==> src/hw/mcf_pkg.sv <==
package mcf_pkg;

  // Bus and word widths
  localparam int DW = 32;
  localparam int AW = 8;

  // Register byte offsets
  localparam logic [AW-1:0] OFF_CMD     = 8'h00;
  localparam logic [AW-1:0] OFF_SWITCH  = 8'h04;
  localparam logic [AW-1:0] OFF_DISPLAY = 8'h08;
  localparam logic [AW-1:0] OFF_CTRL    = 8'h0c;
  localparam logic [AW-1:0] OFF_STATUS  = 8'h10;
  localparam logic [AW-1:0] OFF_PRIO    = 8'h14;
  localparam logic [AW-1:0] OFF_SLOT    = 8'h18;

  // Reset values
  localparam logic [DW-1:0] RST_WORD = 32'h0000_0000;
  localparam logic [4:0]    RST_CTRL = 5'h00;
  localparam logic [15:0]   RST_PRIO = 16'h0000;

  // Command word fields
  localparam int CMD_CODE_LSB  = 0;
  localparam int CMD_FMT_LSB   = 4;
  localparam int CMD_SEL_LSB   = 8;
  localparam int CMD_VP_LSB    = 16;
  localparam int CMD_TGT_LSB   = 20;
  localparam int CMD_BURST_LSB = 24;

  // Command codes
  localparam logic [3:0] CMD_SW_DISP   = 4'h1;
  localparam logic [3:0] CMD_RD_TGT    = 4'h2;
  localparam logic [3:0] CMD_RD_MEM    = 4'h3;
  localparam logic [3:0] CMD_RD_ROM    = 4'h4;
  localparam logic [3:0] CMD_WR_SW     = 4'h5;
  localparam logic [3:0] CMD_WR_DISP   = 4'h6;
  localparam logic [3:0] CMD_WR_MEM    = 4'h7;
  localparam logic [3:0] CMD_LOCK      = 4'h8;
  localparam logic [3:0] CMD_UNLOCK    = 4'h9;
  localparam logic [3:0] CMD_REG_RESET = 4'ha;
  localparam logic [3:0] CMD_REG_SET   = 4'hb;
  localparam logic [3:0] CMD_BURST     = 4'hc;

  // Transfer targets
  localparam logic [3:0] TGT_ADDR = 4'h0;
  localparam logic [3:0] TGT_DATA = 4'h1;
  localparam logic [3:0] TGT_NI   = 4'h2;
  localparam logic [3:0] TGT_PC   = 4'h3;
  localparam logic [3:0] TGT_RF   = 4'h4;
  localparam logic [3:0] TGT_CR   = 4'h5;
  localparam logic [3:0] TGT_IR   = 4'h6;
  localparam logic [3:0] TGT_MI   = 4'h7;
  localparam logic [3:0] TGT_BC   = 4'h8;

  // Control register bits
  localparam int CTRL_W        = 5;
  localparam int CTL_HALT_EVEN = 0;
  localparam int CTL_HALT_ODD  = 1;
  localparam int CTL_ASYNC     = 2;
  localparam int CTL_STOP      = 3;
  localparam int CTL_BC_LOCK   = 4;

  // Time slot entry bits
  localparam int ENT_W      = 8;
  localparam int ENT_ACTIVE = 3;
  localparam int ENT_AVAIL  = 4;
  localparam int ENT_TEST   = 5;

  // Transfer enable vector positions
  localparam int EN_W       = 24;
  localparam int EN_ADDR_IN = 0;
  localparam int EN_DATA_IN = 1;
  localparam int EN_NI_IN   = 2;
  localparam int EN_PC_IN   = 3;
  localparam int EN_ADDR_OUT= 4;
  localparam int EN_DATA_OUT= 5;
  localparam int EN_NI_OUT  = 6;
  localparam int EN_PC_OUT  = 7;
  localparam int EN_ROM_NI  = 8;
  localparam int EN_RF_IN   = 9;
  localparam int EN_RF_OUT  = 10;
  localparam int EN_CR_IN   = 11;
  localparam int EN_CR_OUT  = 12;
  localparam int EN_IR_OUT  = 13;
  localparam int EN_IR_IN   = 14;
  localparam int EN_MI_IN   = 15;
  localparam int EN_MI_OUT  = 16;
  localparam int EN_BC_OUT  = 17;
  localparam int EN_BC_IN   = 18;
  localparam int EN_RD_REQ  = 19;
  localparam int EN_WR_REQ  = 20;
  localparam int EN_VP_RES  = 21;
  localparam int EN_VP_SET  = 22;
  localparam int EN_BURST   = 23;

  // Controller states
  typedef enum logic [3:0] {
    ST_IDLE = 4'b0001,
    ST_EXEC = 4'b0010,
    ST_WAIT = 4'b0100,
    ST_ILL  = 4'b1000
  } mcf_state_t;

endpackage

==> src/hw/mcf_slot_mem.sv <==
`timescale 1ns/1ps
`default_nettype none
module mcf_slot_mem #(
  parameter int W = 8,
  parameter int D = 16
) (
  input  wire logic                 clk,
  input  wire logic                 rst,
  input  wire logic                 we,
  input  wire logic [$clog2(D)-1:0] waddr,
  input  wire logic [W-1:0]         wdata,
  input  wire logic [$clog2(D)-1:0] raddr,
  output logic      [W-1:0]         rdata
);

  typedef struct packed {
    logic [D-1:0][W-1:0] mem;
    logic [W-1:0]        rd;
  } mcf_mem_t;

  mcf_mem_t mem_reg;
  mcf_mem_t mem_next;

  // Write port and registered read port
  always_comb begin
    mem_next = mem_reg;
    mem_next.rd = mem_reg.mem[raddr];
    if (we) begin
      mem_next.mem[waddr] = wdata;
    end
  end

  always_ff @(posedge clk) begin
    if (rst) begin
      mem_reg <= '0;
    end else begin
      mem_reg <= mem_next;
    end
  end

  assign rdata = mem_reg.rd;

endmodule
`default_nettype wire

==> src/hw/mcf_top.sv <==
// What this block does
// - Test mode enables maintenance logic and raises every normal-gate disable.
// - Test-mode control gate enables are held at one continuously.
// - Master clear resets normal and test-mode control flip-flops alike.
// - Source select true puts switch register on second bus, else display.
// - Display-load select true loads switch data, else maintenance bus data.
// - Code A issues register reset control, code B issues register set control.
// - One lock control locks program counters while true, unlocks while false.
// - Halt on even or odd state; separate async buffer-control enable.
// - Load control copies the burst field to the clock burst counter.
// - Stop control halts the time slot counter.
// - Helper gives look-ahead code, active, buffer availability and under-test.
// - Compare indication while switch and display registers are equal.
// - Report current slot number, processor code and active flag.
// - File byte and halfword write enables come from the format field.
// - Busy, counter-locked and illegal-command status bits track each command.
// - Test mode: processor code with read enable picks one of four reads.
// - Register-file byte write enables are write enable ANDed with byte enables.
// - Microinstruction load enable with two select bits gives three loads.
// - Slot entry goes to helper; priority and protect follow current code.
// - Forward test mode to buffer card and raise its read/write requests.
// - Transfer enables move bus data into registers or registers onto bus.
// - Instruction-register read and load enables pass on inverted.
// - Code 1 copies switch to display; codes 2 to 4 load bus data.
//
// The implementer's own choices: strobed register access and the register addresses.
`timescale 1ns/1ps
`default_nettype none
module mcf_top
  import mcf_pkg::*;
#(
  parameter int SLOTS = 16
) (
  input  wire logic                   CLK,
  input  wire logic                   RST,
  input  wire logic [mcf_pkg::AW-1:0] ADDR,
  input  wire logic [mcf_pkg::DW-1:0] WDATA,
  input  wire logic                   WR,
  input  wire logic                   RD,
  output logic      [mcf_pkg::DW-1:0] RDATA,
  input  wire logic                   TEST_MODE_PIN,
  input  wire logic [mcf_pkg::DW-1:0] MAINT_DATA_BUS,
  input  wire logic                   MEM_READY,
  output logic                        TEST_MODE_INDICATOR,
  output logic                        AU_NORMAL_GATE_DISABLE,
  output logic                        CRFILE_NORMAL_GATE_DISABLE,
  output logic                        PC_NORMAL_GATE_DISABLE,
  output logic                        CRFILE_TEST_GATE_ENABLE,
  output logic                        PC_TEST_GATE_ENABLE,
  output logic                        SYNC_BUFFER_TEST_ENABLE,
  output logic      [mcf_pkg::DW-1:0] SECOND_AU_BUS,
  output logic                        BUS_SOURCE_SELECT,
  output logic                        DISPLAY_LOAD_SELECT,
  output logic      [mcf_pkg::DW-1:0] DISPLAY_REGISTER,
  output logic    [mcf_pkg::EN_W-1:0] XFER_EN,
  output logic                        MERGE_IR_READ_N,
  output logic                        MERGE_IR_LOAD_N,
  output logic                        COUNTER_LOCK_CTRL,
  output logic                        HALT_ON_EVEN_STATE,
  output logic                        HALT_ON_ODD_STATE,
  output logic                        ASYNC_BUFFER_CTRL_ENABLE,
  output logic                        BUFFER_CTRL_TEST_LOCK,
  output logic                        SLOT_COUNTER_STOP,
  output logic      [7:0]             BURST_VALUE,
  output logic      [3:0]             CRFILE_BYTE_WE,
  output logic      [1:0]             CRFILE_HALF_WE,
  output logic      [3:0]             REGFILE_BYTE_WE,
  output logic      [1:0]             REGFILE_HALF_WE,
  output logic      [3:0]             REGFILE_READ_SEL,
  output logic      [2:0]             WORD_SEL,
  output logic      [2:0]             MICROINSTR_LOAD_SEL,
  output logic      [2:0]             LA3_VP_CODE,
  output logic                        LA3_ACTIVE,
  output logic                        LA2_BUF_AVAIL,
  output logic                        LA2_UNDER_TEST,
  output logic [$clog2(SLOTS)-1:0]    CUR_SLOT,
  output logic      [2:0]             CUR_VP_CODE,
  output logic                        CUR_VP_ACTIVE,
  output logic                        COMPARE,
  output logic                        BUF_PRIORITY,
  output logic                        BUF_PROTECT
);

  localparam int SW = $clog2(SLOTS);

  // Slot table must be a power of two of at least eight entries
  if (SLOTS < 8 || (SLOTS & (SLOTS - 1)) != 0) begin : g_bad_slots
    $error("SLOTS must be a power of two, at least 8");
  end

  typedef struct packed {
    mcf_state_t      st;
    logic [DW-1:0]   cmd;
    logic [DW-1:0]   sw;
    logic [DW-1:0]   disp;
    logic [CTRL_W-1:0] ctrl;
    logic [15:0]     pp;
    logic [2:0]      sy;
    logic            tm;
    logic            locked;
    logic [SW-1:0]   slot;
    logic [ENT_W-1:0] e2;
    logic [ENT_W-1:0] e1;
    logic [ENT_W-1:0] e0;
    logic [EN_W-1:0] en;
    logic [DW-1:0]   au;
    logic [DW-1:0]   rdata;
    logic            srcsel;
    logic            dlsel;
    logic            cmp;
    logic            pri;
    logic            pro;
    logic [3:0]      crbe;
    logic [1:0]      crhw;
    logic [3:0]      rfbe;
    logic [1:0]      rfhw;
    logic [3:0]      rsel;
    logic [2:0]      wsel;
    logic [2:0]      misel;
  } mcf_regs_t;

  mcf_regs_t        r_reg;
  mcf_regs_t        r_next;
  logic [ENT_W-1:0] la_entry;
  logic             slot_we;

  // Command legality, checked when software writes the command
  function automatic logic cmd_legal(input logic [DW-1:0] w);
    logic [3:0] c;
    logic [3:0] t;
    c = w[CMD_CODE_LSB +: 4];
    t = w[CMD_TGT_LSB +: 4];
    cmd_legal = (c >= CMD_SW_DISP) && (c <= CMD_BURST);
    if (c == CMD_RD_TGT || c == CMD_WR_SW || c == CMD_WR_DISP) begin
      cmd_legal = cmd_legal && (t <= TGT_BC);
    end
  endfunction

  // One transfer enable for a target, inward or outward
  function automatic logic [EN_W-1:0] tgt_en(input logic [3:0] t, input logic wr);
    logic [EN_W-1:0] e;
    e = '0;
    case (t)
      TGT_ADDR: e[wr ? EN_ADDR_IN : EN_ADDR_OUT] = 1'b1;
      TGT_DATA: e[wr ? EN_DATA_IN : EN_DATA_OUT] = 1'b1;
      TGT_NI:   e[wr ? EN_NI_IN : EN_NI_OUT] = 1'b1;
      TGT_PC:   e[wr ? EN_PC_IN : EN_PC_OUT] = 1'b1;
      TGT_RF:   e[wr ? EN_RF_IN : EN_RF_OUT] = 1'b1;
      TGT_CR:   e[wr ? EN_CR_IN : EN_CR_OUT] = 1'b1;
      TGT_IR:   e[wr ? EN_IR_IN : EN_IR_OUT] = 1'b1;
      TGT_MI:   e[wr ? EN_MI_IN : EN_MI_OUT] = 1'b1;
      TGT_BC:   e[wr ? EN_BC_IN : EN_BC_OUT] = 1'b1;
      default:  e = '0;
    endcase
    return e;
  endfunction

  // Time slot table, read four ahead so its register holds slot plus three
  assign slot_we = WR && (ADDR == OFF_SLOT);

  mcf_slot_mem #(
    .W (ENT_W),
    .D (SLOTS)
  ) u_slot_mem (
    .clk   (CLK),
    .rst   (RST),
    .we    (slot_we),
    .waddr (WDATA[8 +: SW]),
    .wdata (WDATA[ENT_W-1:0]),
    .raddr (r_reg.slot + SW'(4)),
    .rdata (la_entry)
  );

  // Next state of everything
  always_comb begin
    logic [3:0]      code;
    logic [3:0]      tgt;
    logic [3:0]      fmt;
    logic [5:0]      sel;
    logic [1:0]      vp;
    logic [EN_W-1:0] en;
    logic            wr_cmd;
    logic            done;
    code = r_reg.cmd[CMD_CODE_LSB +: 4];
    tgt = r_reg.cmd[CMD_TGT_LSB +: 4];
    fmt = r_reg.cmd[CMD_FMT_LSB +: 4];
    sel = r_reg.cmd[CMD_SEL_LSB +: 6];
    vp = r_reg.cmd[CMD_VP_LSB +: 2];
    en = '0;
    done = 1'b0;
    wr_cmd = WR && (ADDR == OFF_CMD) && (r_reg.st == ST_IDLE || r_reg.st == ST_ILL);
    r_next = r_reg;
    r_next.dlsel = 1'b0;

    // Test mode pin: three stages, change taken when second and third agree
    r_next.sy = {r_reg.sy[1:0], TEST_MODE_PIN};
    if (r_reg.sy[1] == r_reg.sy[2]) begin
      r_next.tm = r_reg.sy[2];
    end

    // Slot counter and look-ahead pipeline
    if (!r_reg.ctrl[CTL_STOP]) begin
      r_next.slot = r_reg.slot + SW'(1);
      r_next.e2 = la_entry;
      r_next.e1 = r_reg.e2;
      r_next.e0 = r_reg.e1;
    end

    // Register writes
    if (WR) begin
      case (ADDR)
        OFF_SWITCH:  r_next.sw = WDATA;
        OFF_DISPLAY: r_next.disp = WDATA;
        OFF_CTRL:    r_next.ctrl = WDATA[CTRL_W-1:0];
        OFF_PRIO:    r_next.pp = WDATA[15:0];
        default:     r_next.pp = r_reg.pp;
      endcase
    end

    // Register reads, answered one cycle later
    r_next.rdata = '0;
    if (RD) begin
      case (ADDR)
        OFF_CMD:     r_next.rdata = r_reg.cmd;
        OFF_SWITCH:  r_next.rdata = r_reg.sw;
        OFF_DISPLAY: r_next.rdata = r_reg.disp;
        OFF_CTRL:    r_next.rdata = {{(DW-CTRL_W){1'b0}}, r_reg.ctrl};
        OFF_STATUS:  r_next.rdata = {27'h0, r_reg.cmp, r_reg.tm, r_reg.st == ST_ILL,
                                     r_reg.locked, r_reg.st == ST_EXEC || r_reg.st == ST_WAIT};
        OFF_PRIO:    r_next.rdata = {16'h0, r_reg.pp};
        OFF_SLOT:    r_next.rdata = {16'h0, 4'(r_reg.slot), 4'h0, r_reg.e0};
        default:     r_next.rdata = '0;
      endcase
    end

    // Maintenance command controller
    case (r_reg.st)
      ST_IDLE, ST_ILL: begin
        if (wr_cmd) begin
          r_next.cmd = WDATA;
          r_next.st = cmd_legal(WDATA) ? ST_EXEC : ST_ILL;
        end
      end
      ST_EXEC: begin
        r_next.st = ST_IDLE;
        case (code)
          CMD_SW_DISP: begin
            r_next.disp = r_reg.sw;
            r_next.dlsel = 1'b1;
          end
          CMD_RD_TGT: begin
            en = tgt_en(tgt, 1'b0);
            r_next.st = ST_WAIT;
          end
          CMD_RD_MEM, CMD_WR_MEM: begin
            r_next.au = r_reg.sw;
            r_next.srcsel = 1'b1;
            en[EN_ADDR_IN] = 1'b1;
            en[EN_RD_REQ] = (code == CMD_RD_MEM);
            r_next.st = ST_WAIT;
          end
          CMD_RD_ROM: begin
            r_next.au = r_reg.sw;
            r_next.srcsel = 1'b1;
            en[EN_ROM_NI] = 1'b1;
            r_next.st = ST_WAIT;
          end
          CMD_WR_SW: begin
            r_next.au = r_reg.sw;
            r_next.srcsel = 1'b1;
            en = tgt_en(tgt, 1'b1);
          end
          CMD_WR_DISP: begin
            r_next.au = r_reg.disp;
            r_next.srcsel = 1'b0;
            en = tgt_en(tgt, 1'b1);
          end
          CMD_LOCK:      r_next.locked = 1'b1;
          CMD_UNLOCK:    r_next.locked = 1'b0;
          CMD_REG_RESET: en[EN_VP_RES] = 1'b1;
          CMD_REG_SET:   en[EN_VP_SET] = 1'b1;
          CMD_BURST:     en[EN_BURST] = 1'b1;
          default:       r_next.st = ST_ILL;
        endcase
      end
      ST_WAIT: begin
        case (code)
          CMD_RD_TGT: done = 1'b1;
          CMD_WR_MEM: begin
            r_next.au = r_reg.disp;
            r_next.srcsel = 1'b0;
            en[EN_DATA_IN] = 1'b1;
            en[EN_WR_REQ] = 1'b1;
            done = MEM_READY;
          end
          default: done = MEM_READY;
        endcase
        if (done) begin
          r_next.st = ST_IDLE;
          if (code != CMD_WR_MEM) begin
            r_next.disp = MAINT_DATA_BUS;
          end
        end
      end
      default: r_next.st = ST_IDLE;
    endcase

    // Registered expansions of the transfer enables
    r_next.en = en;
    r_next.crbe = en[EN_CR_IN] ? fmt : 4'h0;
    r_next.crhw = en[EN_CR_IN] ? {&fmt[3:2], &fmt[1:0]} : 2'h0;
    r_next.rfbe = en[EN_RF_IN] ? fmt : 4'h0;
    r_next.rfhw = en[EN_RF_IN] ? {&fmt[3:2], &fmt[1:0]} : 2'h0;
    r_next.rsel = (r_reg.tm && en[EN_RF_OUT]) ? 4'(4'h1 << vp) : 4'h0;
    r_next.wsel = r_reg.tm ? sel[2:0] : 3'h0;
    r_next.misel = (en[EN_MI_IN] && sel[1:0] != 2'h3) ? 3'(3'h1 << sel[1:0]) : 3'h0;
    r_next.cmp = (r_reg.sw == r_reg.disp);
    r_next.pri = r_reg.pp[r_next.e0[2:0]];
    r_next.pro = r_reg.pp[8 + r_next.e0[2:0]];
  end

  // State register; master clear returns every control flip-flop to rest
  always_ff @(posedge CLK) begin
    if (RST) begin
      r_reg <= '{st: ST_IDLE, cmd: RST_WORD, sw: RST_WORD, disp: RST_WORD,
                 ctrl: RST_CTRL, pp: RST_PRIO, au: RST_WORD, rdata: RST_WORD,
                 default: '0};
    end else begin
      r_reg <= r_next;
    end
  end

  // Normal-gate disables and sync buffer test enable follow the test mode indicator; test gate enables are held at one
  assign TEST_MODE_INDICATOR = r_reg.tm;
  assign AU_NORMAL_GATE_DISABLE = r_reg.tm;
  assign CRFILE_NORMAL_GATE_DISABLE = r_reg.tm;
  assign PC_NORMAL_GATE_DISABLE = r_reg.tm;
  assign CRFILE_TEST_GATE_ENABLE = 1'b1;
  assign PC_TEST_GATE_ENABLE = 1'b1;
  assign SYNC_BUFFER_TEST_ENABLE = r_reg.tm;

  // Data paths and transfer controls
  assign RDATA = r_reg.rdata;
  assign SECOND_AU_BUS = r_reg.au;
  assign BUS_SOURCE_SELECT = r_reg.srcsel;
  assign DISPLAY_LOAD_SELECT = r_reg.dlsel;
  assign DISPLAY_REGISTER = r_reg.disp;
  assign XFER_EN = r_reg.en;
  assign MERGE_IR_READ_N = ~r_reg.en[EN_IR_OUT];
  assign MERGE_IR_LOAD_N = ~r_reg.en[EN_IR_IN];
  assign COUNTER_LOCK_CTRL = r_reg.locked;
  assign HALT_ON_EVEN_STATE = r_reg.ctrl[CTL_HALT_EVEN];
  assign HALT_ON_ODD_STATE = r_reg.ctrl[CTL_HALT_ODD];
  assign ASYNC_BUFFER_CTRL_ENABLE = r_reg.ctrl[CTL_ASYNC];
  assign BUFFER_CTRL_TEST_LOCK = r_reg.ctrl[CTL_BC_LOCK];
  assign SLOT_COUNTER_STOP = r_reg.ctrl[CTL_STOP];
  assign BURST_VALUE = r_reg.cmd[CMD_BURST_LSB +: 8];
  assign CRFILE_BYTE_WE = r_reg.crbe;
  assign CRFILE_HALF_WE = r_reg.crhw;
  assign REGFILE_BYTE_WE = r_reg.rfbe;
  assign REGFILE_HALF_WE = r_reg.rfhw;
  assign REGFILE_READ_SEL = r_reg.rsel;
  assign WORD_SEL = r_reg.wsel;
  assign MICROINSTR_LOAD_SEL = r_reg.misel;

  // Slot status and look-ahead
  assign LA3_VP_CODE = la_entry[2:0];
  assign LA3_ACTIVE = la_entry[ENT_ACTIVE];
  assign LA2_BUF_AVAIL = r_reg.e2[ENT_AVAIL];
  assign LA2_UNDER_TEST = r_reg.e2[ENT_TEST];
  assign CUR_SLOT = r_reg.slot;
  assign CUR_VP_CODE = r_reg.e0[2:0];
  assign CUR_VP_ACTIVE = r_reg.e0[ENT_ACTIVE];
  assign COMPARE = r_reg.cmp;
  assign BUF_PRIORITY = r_reg.pri;
  assign BUF_PROTECT = r_reg.pro;
endmodule
`default_nettype wire

==> config.mk <==
export PLATFORM = sky130hd
export DESIGN_NAME = mcf_top
export DESIGN_NICKNAME = d
export VERILOG_FILES = /design/src/hw/mcf_pkg.sv /design/src/hw/mcf_slot_mem.sv /design/src/hw/mcf_top.sv
export SDC_FILE = /design/constraint.sdc
export NUM_CORES = 1
export LEC_CHECK = 0
export BUFFER_PORTS_ARGS = -buffer_cell sky130_fd_sc_hd__clkbuf_2
export CAP_MARGIN = 30
export CORE_ASPECT_RATIO = 0.7
export CORE_MARGIN = 5
export CORE_UTILIZATION = 45
export CTS_BUF_LIST = sky130_fd_sc_hd__clkbuf_4 sky130_fd_sc_hd__clkbuf_8 sky130_fd_sc_hd__clkbuf_16
export DETAILED_ROUTE_END_ITERATION = 10
export PLACE_DENSITY = 0.75
export SYNTH_ARGS = -nofsm -noshare
export SYNTH_HDL_FRONTEND = slang
export SYNTH_SLANG_ARGS = --single-unit
==> constraint.sdc <==
create_clock -name CLK -period 6.4 [get_ports CLK]
set_input_delay 0.96 -clock CLK [delete_from_list [all_inputs] [get_ports CLK]]
set_output_delay 0.96 -clock CLK [all_outputs]
set_load 0.01 [all_outputs]
# [Word level (Yosys, flattened, before mapping)]
# Cells that the tools add are included.
[totals] wordCells=210 out_inout_bits=184 regBits=405 inputBits=78
[op_classes] order_cmp=8 n_eq_ne=41 n_reduce_logical=40 mux=56 n_shift=2 addsub=3 n_bitwise=11
[op_table] operator="32-bit case mux with 7 select lines" n=1
[op_table] operator="32-bit case mux with 2 select lines" n=3
[op_table] operator="32-bit two-way mux" n=5
[op_table] operator="128-bit bitwise mux" n=1
[op_table] operator="53-bit two-way mux" n=1
[op_table] operator="4-bit by 3-bit == test with 1-bit output, second input constant" n=11
[op_table] operator="36-bit two-way mux" n=1
[op_table] operator="8-bit binary-select mux with 4-bit select" n=1
[op_table] operator="8-bit demux with 4-bit select" n=1
[op_table] operator="32-bit == test" n=1
[op_table] operator="4-bit == test, second input constant" n=7
[op_table] operator="4-bit by 2-bit == test with 1-bit output, second input constant" n=6
[op_table] operator="8-bit by 5-bit == test with 1-bit output, second input constant" n=3
[op_table] operator="1-bit two-way mux" n=23
[op_table] operator="2-bit OR reduction" n=11
[op_table] operator="10-bit case mux with 2 select lines" n=1
[op_table] operator="8-bit by 4-bit == test with 1-bit output, second input constant" n=2
[op_table] operator="16-bit two-way mux" n=1
[op_table] operator="8-bit two-way mux" n=2
[op_table] operator="2-bit AND reduction" n=8
[op_table] operator="14-bit two-way mux" n=1
[op_table] operator="7-bit case mux with 2 select lines" n=1
[op_table] operator="4-bit by 1-bit == test with 1-bit output, second input constant" n=3
[op_table] operator="4-bit case mux with 3 select lines" n=1
[op_table] operator="33 further kinds" n=65

# [Depth between registers and ports, before layout]
# Gate-level depths: netlist (run 1).
[depth] word_depth=9 mapped_depth=8 mapped_depth_nobuf=5

# [Hierarchy]
# Synthesis (run 1) repeated with hierarchy kept, for this count alone.
[hier_totals] hier_cells=2006 area_unflattened_um2=18645.4
[modules_own_cells] module="mcf_top" instances=1 cells_per_inst=1407 area_each_um2=12679.7 seq_area_each_um2=5385.2
[modules_own_cells] module="mcf_slot_mem" instances=1 cells_per_inst=599 area_each_um2=5965.7 seq_area_each_um2=2722.6

# [Worst setup path after synthesis (run 1)]
# OpenSTA, ideal clock, no wires.
[synth_timing] path_type="input to register" start="input port ADDR[5] (netlist name)" end="register u_slot_mem.mem_reg[100] (netlist name)" setup_slack_ns=3.800 path_buffers=1 setup_ns=0.132 path_stages=6 t_arrival_ns=2.467 required_time_ns=6.268 cell_sequence="nor3_1 -> nand4_4 -> or3_1 -> buf_2 -> nand2_1 -> a21oi_1"
[synth_via] elab_chain_len=2
[synth_rtl] item="start: declaration" line="mcf_top.sv:36" rtl="input wire logic [mcf_pkg::AW-1:0] ADDR,"
[synth_rtl] item="8-bit by 5-bit == test with 1-bit output" line="mcf_top.sv:159" rtl="assign slot_we = WR && (ADDR == OFF_SLOT);"
[synth_rtl] item="1-bit logical AND" line="mcf_top.sv:159"
[synth_rtl] item="end signal: assignment" line="mcf_slot_mem.sv:37" rtl="mem_reg <= mem_next;"
[synth_rtl] item="end: declaration" line="mcf_slot_mem.sv:21" rtl="mcf_mem_t mem_reg;"
# Every way passes these cells.
# A chain may end at the register's enable or synchronous reset.

# [Worst setup path in the final report (run 1)]
[layout_timing] start="input port ADDR[1] (netlist name)" end="register u_slot_mem.mem_reg[126] (netlist name)"
# Same word-level chain as after synthesis.

==> results of run 1 <==
==> critical path: stages <==
cell      delay, ns
clkbuf_2       0.18
nor4b_4        0.68
and4_1         0.77
nand3_2        0.47
mux2i_1        0.29
nor2_1         0.05
==> worst max-delay path by stage <==
stage,startpoint,depth (start not counted),end
6_report,ADDR[1],6,u_slot_mem.mem_reg[126]
4_1_cts,ADDR[1],6,u_slot_mem.mem_reg[120]
3_3_place_gp,ADDR[1],6,u_slot_mem.mem_reg[122]
3_5_place_dp,ADDR[1],6,u_slot_mem.mem_reg[120]
2_1_floorplan,ADDR[5],6,u_slot_mem.mem_reg[100]
5_1_grt,ADDR[1],6,u_slot_mem.mem_reg[120]
==> per-layer routing <==
metal	part of all wire, %	track usage (%)	up-vias
li1	-	-	6948
met1	43	34.6	7253
met2	41	33.4	925
met3	13	7.47	124
met4	3.2	7.51	8
met5	0.093	0	-
==> cells in the final DEF (no fill, tap or decap), types with 18 or more instances in the layout <==
| master | count |
|---|---|
| a22oi_1 | 39 |
| a21o_1 | 32 |
| nor2_1 | 203 |
| clkbuf_16 | 41 |
| a211oi_1 | 34 |
| dfxtp_1 | 402 |
| xor2_1 | 20 |
| clkbuf_2 | 258 |
| nand2_1 | 394 |
| mux4_2 | 44 |
| buf_4 | 18 |
| nor2b_1 | 20 |
| xnor2_1 | 18 |
| a21oi_1 | 215 |
| mux2i_1 | 157 |
==> power breakdown <==
part / leakage [nW] / internal, mW / switching (mW)
clock network: 0.671 / 1.39 / 1.03
registers: 3.26 / 2.52 / 0.00834
logic: 4.12 / 0.0598 / 0.146
==> stage by stage <==
step	cells	setup slack (ns)	area [µm²]	total power [mW]	hold WS [ns]
floorplan	2084	3.80	18600	2.71	0.414
global placement	2588	2.99	18900	2.78	0.435
detailed placement	2589	2.95	18900	2.79	0.429
CTS	2662	3.52	20200	5.19	0.452
global route	2663	3.29	20200	5.31	0.469
finish	2664	3.38	20200	5.16	0.450
==> cell families after synthesis <==
family          share of synthesized area (%)
buf+inv                                  10.4
other cells                            0.0202
compound gates                           11.6
flops                                    43.6
simple gates                             18.1
xor+xnor                                 1.79
mux                                      14.4
fa+ha+maj                              0.0672
==> final cells by class <==
type / count / area [µm²]
inverters: 7 / 26.3
well taps: 544 / 681
multi-input cells: 1355 / 8600
clock inverters: 17 / 156
diodes: 2 / 5.00
repair buffers: 278 / 1460
flip-flops and latches: 405 / 8110
clock buffers: 56 / 1190
fillers: 3776 / 20700
==> Implementation_results.wiki, run 1 <==
{| class="wikitable"
! Metric !! Value
|-
| TritonCTS clock tree || built
|-
| First-pass GRT wire length || 85800 µm
|-
| Top cells by area in the synthesized netlist || dfxtp_1 44%, mux2i_1 8.4%, nand2_1 7.9%
|-
| Core utilization of the finished layout || 49.4%
|-
| Worst reg2reg path endpoint || SECOND_AU_BUS[24]
|-
| Count of pins over their slew limit || 0
|-
| Max Clk Rate || 0.332 GHz
|-
| DRT iter0 DRCs || 1730
|-
| Maximum number of pins on one net before global-route repair || 98
|-
| Clock network latency to the later pin of the worst-skew pair || 0.55 ns
|-
| Number of global-route vias before repair || 14300
|-
| Total negative slack || 0 ns
|-
| Detail-routed net length per standard cell || 21.4 µm
|-
| VDD IR max || 152 µV
|-
| Leading area contributor after synthesis || dfxtp_1
|-
| DRC violation count after routing || 0
|-
| Share of the yosys chip area belonging to registers || 43.6%
|-
| Worst hold path type || reg2reg
|-
| Number of placement rows || 62
|-
| Crit path DAT || 3.42 ns
|-
| Distinct cell type count of the synthesized netlist || 65
|-
| Internal reg-to-reg setup slack || 3.75 ns
|-
| Number of gates resized after CTS || 0
|-
| Crit path max fanout || 19
|-
| Synth top cells by count || 405 x dfxtp_1, 394 x nand2_1, 216 x a21oi_1
|-
| # setup viols final || 0
|-
| Post CTS Setup Buffer Count || 0
|-
| Synth Cell Area || 0.0186 mm²
|-
| Warnings from Yosys || 0
|-
| Placer's final routability congestion estimate || 0.925
|-
| Clock period minus worst slack || 3.02 ns
|-
| Clk pin slew, worst setup/hold paths || 0.06 ns
|-
| Horiz. Die Dim || 253 µm
|-
| Max-cap check violation count || 0
|-
| Prevailing post-synth register cell || dfxtp_1
|-
| Layout cell share with drive strength beyond 1 || 20.4%
|-
| Post-route antenna net violation count || 0
|-
| Initial cell density of the core || 45.4%
|-
| DIE AREA || 0.0456 mm²
|-
| Flop and latch count out of synthesis || 405
|-
| Overall track demand over capacity in global routing || 23.7%
|-
| Clock tree sinks || 405
|-
| Synthesis-to-finish area growth || 8.76%
|-
| Synthesized netlist cell count || 2083
|-
| Type of the worst setup path || in2reg
|-
| Library cell used as clock root buffer || clkbuf_16
|-
| Startpoint Class || primary input
|-
| Most frequent cell after synthesis || dfxtp_1
|-
| Data required time at the worst endpoint || 6.81 ns
|-
| Cell Pwr Density || 255 mW/mm²
|-
| Origin of the worst min-delay path || u_slot_mem.mem_reg[132]
|-
| Async set or reset register ratio after synthesis || 0%
|-
| Flip-flop count of the largest register, all copies and words added || 128
|-
| Top Ports || 262
|-
| Crit. End Element || flip-flop
|-
| Startpoint of the most critical register-to-register path || r_reg[267]
|-
| Unrepaired setup endpoints after global routing || false
|-
| Transition time at the pin with the least slew margin || 0.996 ns
|-
| Level count of the clock H-tree || 2
|-
| Count of hold-fix buffers inserted at cts || 0
|-
| Number of synthesized flops with an enable pin || 0
|-
| Total wire length after detailed routing || 57100 µm
|-
| Number of buffers added by the clock tree synthesis step || 40
|-
| Half-perimeter wire length after detailed placement || 40200 µm
|-
| Average cell area after synthesis || 8.93 µm²
|-
| Number of nets in the finished design || 2166
|-
| Final count of hold timing violations || 0
|-
| Vertical die dimension || 180 µm
|-
| Final global-route overflow total || 0
|-
| Fin Clk Skew || 0.0179 ns
|-
| Maximum root-to-sink buffer count || 3
|-
| Run status || completed
|-
| Number of antenna violations at the first check in global routing || 5
|-
| Number of I/O port buffers || 259
|-
| Via count || 15300
|-
| Placeable Area || 0.0410 mm²
|-
| Number of iterations in the first detailed-routing pass || 8
|-
| Pleak || 8.05 nW
|-
| Post-synth top area share || 43.6%
|-
| Worst-case hold path end point || u_slot_mem.mem_reg[132]
|-
| Via density per instance || 5.73
|-
| Worst Reg2Reg Path Length in Cells || 6
|-
| Share of the clock period used by the worst path after layout || 47.1%
|-
| Hold Path Depth || 2
|-
| Relative max-transition margin || 33.6%
|}
Note: power is estimated with default switching activity, not from simulation.
==> run 2, diff against run 1 <==
Settings changed: PLACE_DENSITY 0.75 to 0.78.
Clock period 6.4 ns to 2.6 ns, I/O delays scaled along.
==> Implementation_results.wiki, run 2 (synthesis gave the netlist of run 1 again) <==
{| class="wikitable"
! Metric !! Value
|-
| Most frequent cells in the layout || 402 x dfxtp_1, 394 x nand2_1, 258 x clkbuf_2, 215 x a21oi_1, 203 x nor2_1
|-
| Number of antenna violations at the first check in global routing || 9 (+4)
|-
| Met1 track demand over resource || 35.3% (+0.74 points)
|-
| Crit path max fanout || 46 (+27)
|-
| Count of pins over their slew limit || 0 (unchanged)
|-
| Cell area after placement || 0.0192 mm² (+1.8%)
|-
| # setup viols final || 0 (unchanged)
|-
| Number of placement rows || 62 (unchanged)
|-
| Total wire length after detailed routing || 58100 µm (+1.8%)
|-
| Setup slack at placement || 0.187 ns (-2.76 ns)
|-
| VDD IR max || 545 µV (+260%)
|-
| First-pass GRT wire length || 87900 µm (+2.5%)
|-
| Synthesis-to-finish area growth || 10.6%
|-
| Hold Path Depth || 2 (unchanged)
|-
| Post-route antenna net violation count || 0 (unchanged)
|-
| Startpoint Class || flip-flop
|-
| Top Ports || 262 (unchanged)
|-
| Clock network latency to the later pin of the worst-skew pair || 0.56 ns (about the same)
|-
| Unrepaired setup endpoints after global routing || false
|-
| Number of gates resized after CTS || 0 (unchanged)
|-
| Total power || 12.8 mW (+150%)
|-
| Via density per instance || 5.78 (+0.95%)
|-
| Number of iterations in the first detailed-routing pass || 6 (-2)
|-
| Via count || 15600 (+2.2%)
|-
| Fin Clk Skew || 0.0221 ns (+0.00422 ns)
|-
| Final global-route overflow total || 0 (unchanged)
|-
| Library cell used as clock root buffer || clkbuf_16
|-
| Placer's final routability congestion estimate || 0.939 (+1.6%)
|-
| Run status || completed
|-
| Data required time at the worst endpoint || 3.06 ns (-3.75 ns)
|-
| Vertical die dimension || 180 µm (unchanged)
|-
| Filler-free cell count of the finished design || 2698 (+1.3%)
|-
| Max-cap check violation count || 0 (unchanged)
|-
| TritonCTS clock tree || built
|-
| Detail-routed net length per standard cell || 21.5 µm (+0.49%)
|-
| Finished Cell Area || 0.0206 mm² (+1.7%)
|-
| Worst hold path type || in2reg
|-
| Number of I/O port buffers || 259 (unchanged)
|-
| Pleak || 8.25 nW (+2.5%)
|-
| Maximum root-to-sink buffer count || 3 (unchanged)
|-
| Total negative slack || 0 ns (unchanged)
|-
| Final count of hold timing violations || 0 (unchanged)
|-
| Clock period minus worst slack || 2.27 ns
|-
| Crit path DAT || 2.73 ns (-0.69 ns)
|-
| Post CTS Setup Buffer Count || 0 (unchanged)
|-
| Number of buffers added by the clock tree synthesis step || 40 (unchanged)
|-
| Cell Pwr Density || 623 mW/mm² (+140%)
|-
| CP max stage cell || dfxtp_1
|-
| Placeable Area || 0.0410 mm² (unchanged)
|-
| Share of the clock period used by the worst path after layout || 87.5%
|-
| Delay of the slowest critical-path stage || 0.59 ns (-0.18 ns)
|-
| DRT iter0 DRCs || 1934 (+12%)
|-
| DRC violation count after routing || 0 (unchanged)
|-
| Transition time at the pin with the least slew margin || 0.755 ns (-0.242 ns)
|-
| DIE AREA || 0.0456 mm² (unchanged)
|-
| Met3 Usage GRT || 8.21% (+0.74 points)
|-
| Crit. End Element || flip-flop
|-
| Flip-flop count of the largest register, all copies and words added || 128 (unchanged)
|-
| Overall track demand over capacity in global routing || 24.2% (+0.50 points)
|-
| Max Clk Rate || 0.440 GHz
|-
| Initial cell density of the core || 45.4% (unchanged)
|-
| Grt peak-use layer || met1
|-
| Number of nets in the finished design || 2201 (+1.6%)
|-
| Horiz. Die Dim || 253 µm (unchanged)
|-
| Placed cell count || 2624 (+1.4%)
|-
| Maximum number of pins on one net before global-route repair || 132 (+35%)
|-
| Worst Reg2Reg Path Length in Cells || 6 (unchanged)
|-
| Clk pin slew, worst setup/hold paths || 0.07 ns (about the same)
|-
| Number of global-route vias before repair || 14600 (+1.9%)
|-
| Minimum hold slack || 0.0868 ns (-0.363 ns)
|-
| Level count of the clock H-tree || 2 (unchanged)
|-
| Type of the worst setup path || reg2reg
|-
| Met2 global-route usage || 33.9% (+0.48 points)
|-
| Commonest non-fill, non-tap cell in the layout || dfxtp_1
|-
| Clock tree sinks || 405 (unchanged)
|-
| Half-perimeter wire length after detailed placement || 41400 µm (+2.9%)
|-
| Cell chain of the critical path || nor4b_1, nand3_1, a21oi_4, buf_12, nor2_1, a211oi_1
|-
| Layout cell share with drive strength beyond 1 || 21.7% (+1.3 points)
|-
| Count of hold-fix buffers inserted at cts || 0 (unchanged)
|-
| Internal reg-to-reg setup slack || 0.33 ns (-3.42 ns)
|-
| Core utilization of the finished layout || 50.3% (+0.86 points)
|-
| Relative max-transition margin || 48.2% (+15 points)
|-
| Setup ws final || 0.326 ns (-3.06 ns)
|}
run 2: cell types whose count changed in the layout (fill, tap and decap cells not counted), moves of 2 or more:
cell,before,now
clkbuf_4,6,4
clkinv_4,0,3
buf_12,1,7
buf_4,18,47
clkbuf_8,9,7
run 2: power breakdown:
| part | leakage [nW] | internal (mW) | switching, mW |
|---|---|---|---|
| sequential | 3.26 | 6.21 | 0.0222 |
| clock | 0.670 | 3.46 | 2.59 |
| combinational | 4.32 | 0.172 | 0.365 |
run 2: cell type report:
cell class	instances	area, µm²
antenna	1	2.50
clock inverter	21	215
clock buffer	52	1150
fill	3709	20400
inverter	7	26.3
tap	544	681
timing repair buffer	313	1800
sequential	405	8110
multi-input combinational	1355	8600
run 2: routing by layer:
layer | vias up | wire [µm]
met2 | 946 | 23900
met1 | 7492 | 24900
met3 | 142 | 7440
met5 | - | 63
met4 | 10 | 1810
li1 | 7009 | -
run 2: critical path, delay by kind of cell, from the launching register on:
kind            cells  cell delay (ns)
buf+inv             1             0.26
simple gates        3             0.62
flops               1             0.59
compound gates      2             0.66
run 2: path summary, 6_finish.rpt:
check / start / endpoint
worst max register to register: r_reg[267] / SECOND_AU_BUS[10]
worst min-delay path: TEST_MODE_PIN / r_next[146]
worst max-delay path: r_reg[267] / SECOND_AU_BUS[10]
worst min register to register: u_slot_mem.mem_reg[132] / u_slot_mem.mem_reg[132]
==> run 3, diff against run 2 <==
Settings changed: PLACE_DENSITY 0.78 to 0.68.
==> Implementation_results.wiki, run 3 (synthesis gave the netlist of run 1 again) <==
{| class="wikitable"
! Metric !! Value
|-
| Run status || completed
|-
| Clock tree sinks || 405 (unchanged)
|-
| DRT iter0 DRCs || 1790 (-7.4%)
|-
| Total wire length after detailed routing || 59100 µm (+1.8%)
|-
| Count of hold-fix buffers inserted at cts || 0 (unchanged)
|-
| Cell area after placement || 0.0193 mm² (+0.22%)
|-
| Placeable Area || 0.0410 mm² (unchanged)
|-
| Post CTS Setup Buffer Count || 0 (unchanged)
|-
| Library cell used as clock root buffer || clkbuf_16
|-
| Placer's final routability congestion estimate || 0.966 (+2.9%)
|-
| Synthesis-to-finish area growth || 11.1%
|-
| Maximum root-to-sink buffer count || 3 (unchanged)
|-
| Clock network latency to the later pin of the worst-skew pair || 0.57 ns (about the same)
|-
| Commonest non-fill, non-tap cell in the layout || dfxtp_1
|-
| DRC violation count after routing || 0 (unchanged)
|-
| Number of I/O port buffers || 259 (unchanged)
|-
| Maximum number of pins on one net before global-route repair || 128 (-3.0%)
|-
| Initial cell density of the core || 45.4% (unchanged)
|-
| Fin Clk Skew || 0.0309 ns (+0.00878 ns)
|-
| Clk pin slew, worst setup/hold paths || 0.07 ns (about the same)
|-
| Startpoint of the most critical register-to-register path || r_reg[236]
|-
| Number of placement rows || 62 (unchanged)
|-
| # setup viols final || 0 (unchanged)
|-
| Share of the clock period used by the worst path after layout || 89.8% (+2.3 points)
|-
| Via count || 15400 (-1.1%)
|-
| Crit path DAT || 2.75 ns (+0.02 ns)
|-
| Relative max-transition margin || 51.9% (+3.7 points)
|-
| Max-cap check violation count || 0 (unchanged)
|-
| Data required time at the worst endpoint || 3.02 ns (-0.04 ns)
|-
| Placed cell count || 2623 (-0.038%)
|-
| Origin of the worst min-delay path || TEST_MODE_PIN
|-
| Final global-route overflow total || 0 (unchanged)
|-
| Type of the worst setup path || reg2reg
|-
| Crit path max fanout || 32 (-30%)
|-
| Internal reg-to-reg setup slack || 0.27 ns (-0.06 ns)
|-
| DIE AREA || 0.0456 mm² (unchanged)
|-
| Unrepaired setup endpoints after global routing || false
|-
| Via density per instance || 5.72 (-1.1%)
|-
| Post-route antenna net violation count || 0 (unchanged)
|-
| Number of antenna violations at the first check in global routing || 7 (-2)
|-
| First-pass GRT wire length || 89100 µm (+1.3%)
|-
| Flip-flop count of the largest register, all copies and words added || 128 (unchanged)
|-
| Number of nets in the finished design || 2201 (unchanged)
|-
| Detail-routed net length per standard cell || 21.9 µm (+1.8%)
|-
| Worst reg2reg path endpoint || DISPLAY_REGISTER[13]
|-
| Number of buffers added by the clock tree synthesis step || 41 (+2.5%)
|-
| Worst hold path type || in2reg
|-
| Crit. End Element || flip-flop
|-
| Startpoint Class || flip-flop
|-
| Most frequent cells in the layout || 402 x dfxtp_1, 394 x nand2_1, 258 x clkbuf_2, 215 x a21oi_1, 203 x nor2_1
|-
| VDD IR max || 406 µV (-26%)
|-
| Cell Pwr Density || 628 mW/mm² (+0.78%)
|-
| Total negative slack || 0 ns (unchanged)
|-
| Level count of the clock H-tree || 2 (unchanged)
|-
| TritonCTS clock tree || built
|-
| Delay of the slowest critical-path stage || 0.61 ns (+0.02 ns)
|-
| Vertical die dimension || 180 µm (unchanged)
|-
| Layout cell share with drive strength beyond 1 || 21.7% (-0.073 points)
|-
| Hold Path Depth || 2 (unchanged)
|-
| Number of gates resized after CTS || 0 (unchanged)
|-
| Max Clk Rate || 0.428 GHz (-2.6%)
|-
| Transition time at the pin with the least slew margin || 0.702 ns (-0.0533 ns)
|-
| Finished Cell Area || 0.0207 mm² (+0.38%)
|-
| Cell chain of the critical path || nand2b_1, a211oi_1, nor2_2, buf_4, a22oi_1, a21oi_1
|-
| CP max stage cell || a211oi_1
|-
| Number of global-route vias before repair || 14500 (-0.32%)
|-
| Final count of hold timing violations || 0 (unchanged)
|-
| Number of iterations in the first detailed-routing pass || 7 (+1)
|-
| Overall track demand over capacity in global routing || 24.8% (+0.57 points)
|-
| Largest delay share family, worst path || compound AO/OA/AOI/OAI gates
|-
| Worst-case hold path end point || r_next[146]
|-
| Worst Reg2Reg Path Length in Cells || 6 (unchanged)
|-
| Filler-free cell count of the finished design || 2699 (+0.037%)
|-
| Half-perimeter wire length after detailed placement || 41400 µm (+0.13%)
|-
| Clock period minus worst slack || 2.33 ns (+0.0607 ns)
|-
| Pleak || 8.29 nW (+0.42%)
|-
| Count of pins over their slew limit || 0 (unchanged)
|-
| Horiz. Die Dim || 253 µm (unchanged)
|-
| Crit path buffers/inverters || 1 (unchanged)
|-
| Top Ports || 262 (unchanged)
|}
[run 3: changes by cell type in the layout (fill, tap and decap cells not counted), moves of 3 or more]
cell        delta
buf_12         +4
buf_4          -5
clkbuf_4       +3
clkinv_4       -3
clkinvlp_4     -3
diode_2        +3
[run 3: where the power goes]
part           leakage [nW]  switching [mW]  internal [mW]  total (mW)
combinational          4.33           0.383          0.172       0.554
clock                 0.698            2.57           3.62        6.19
sequential             3.26          0.0123           6.21        6.23
[run 3: layout make-up]
| class | instances | area [µm²] |
|---|---|---|
| Fill cell | 3776 | 20300 |
| Multi-Input combinational cell | 1355 | 8600 |
| Sequential cell | 405 | 8110 |
| Timing Repair Buffer | 312 | 1840 |
| Clock buffer | 56 | 1190 |
| Tap cell | 544 | 681 |
| Clock inverter | 16 | 208 |
| Inverter | 7 | 26.3 |
| Antenna cell | 4 | 10.0 |
[run 3: how the worst max path moves through the flow]
stage / end / cells past startpoint / slack [ns] / startpoint
2_1_floorplan: u_slot_mem.rdata[1] / 6 / 0.43 / CUR_SLOT[0]
3_3_place_gp: u_slot_mem.mem_reg[101] / 6 / 0.28 / ADDR[3]
3_5_place_dp: u_slot_mem.mem_reg[58] / 8 / 0.23 / ADDR[5]
4_1_cts: DISPLAY_REGISTER[13] / 6 / 0.32 / r_reg[236]
5_1_grt: COMPARE / 5 / 0.13 / DISPLAY_REGISTER[4]
6_report: DISPLAY_REGISTER[13] / 6 / 0.27 / r_reg[236]
[run 3: through the flow]
| stage | setup WS (ns) | power (mW) | hold WS, ns | utilization [%] |
|---|---|---|---|---|
| finish | 0.266 | 13.0 | 0.0573 | 50.4 |
| global route | 0.135 | 13.3 | 0.0668 | 50.4 |
| CTS | 0.325 | 13.0 | 0.0424 | 50.4 |
| detailed placement | 0.233 | 6.91 | 0.441 | 47.0 |
| global placement | 0.281 | 6.90 | 0.431 | 47.0 |
| floorplan | 0.427 | 6.68 | 0.414 | - |
[run 3: metal layers]
metal  vias to the layer above  wire [µm]  global-route usage [%]
met3                       113       6780                    7.20
met4                         6       1920                    7.92
li1                       7010          -                       -
met1                      7432      26000                    36.6
met5                         -         86                       0
met2                       865      24300                    34.8
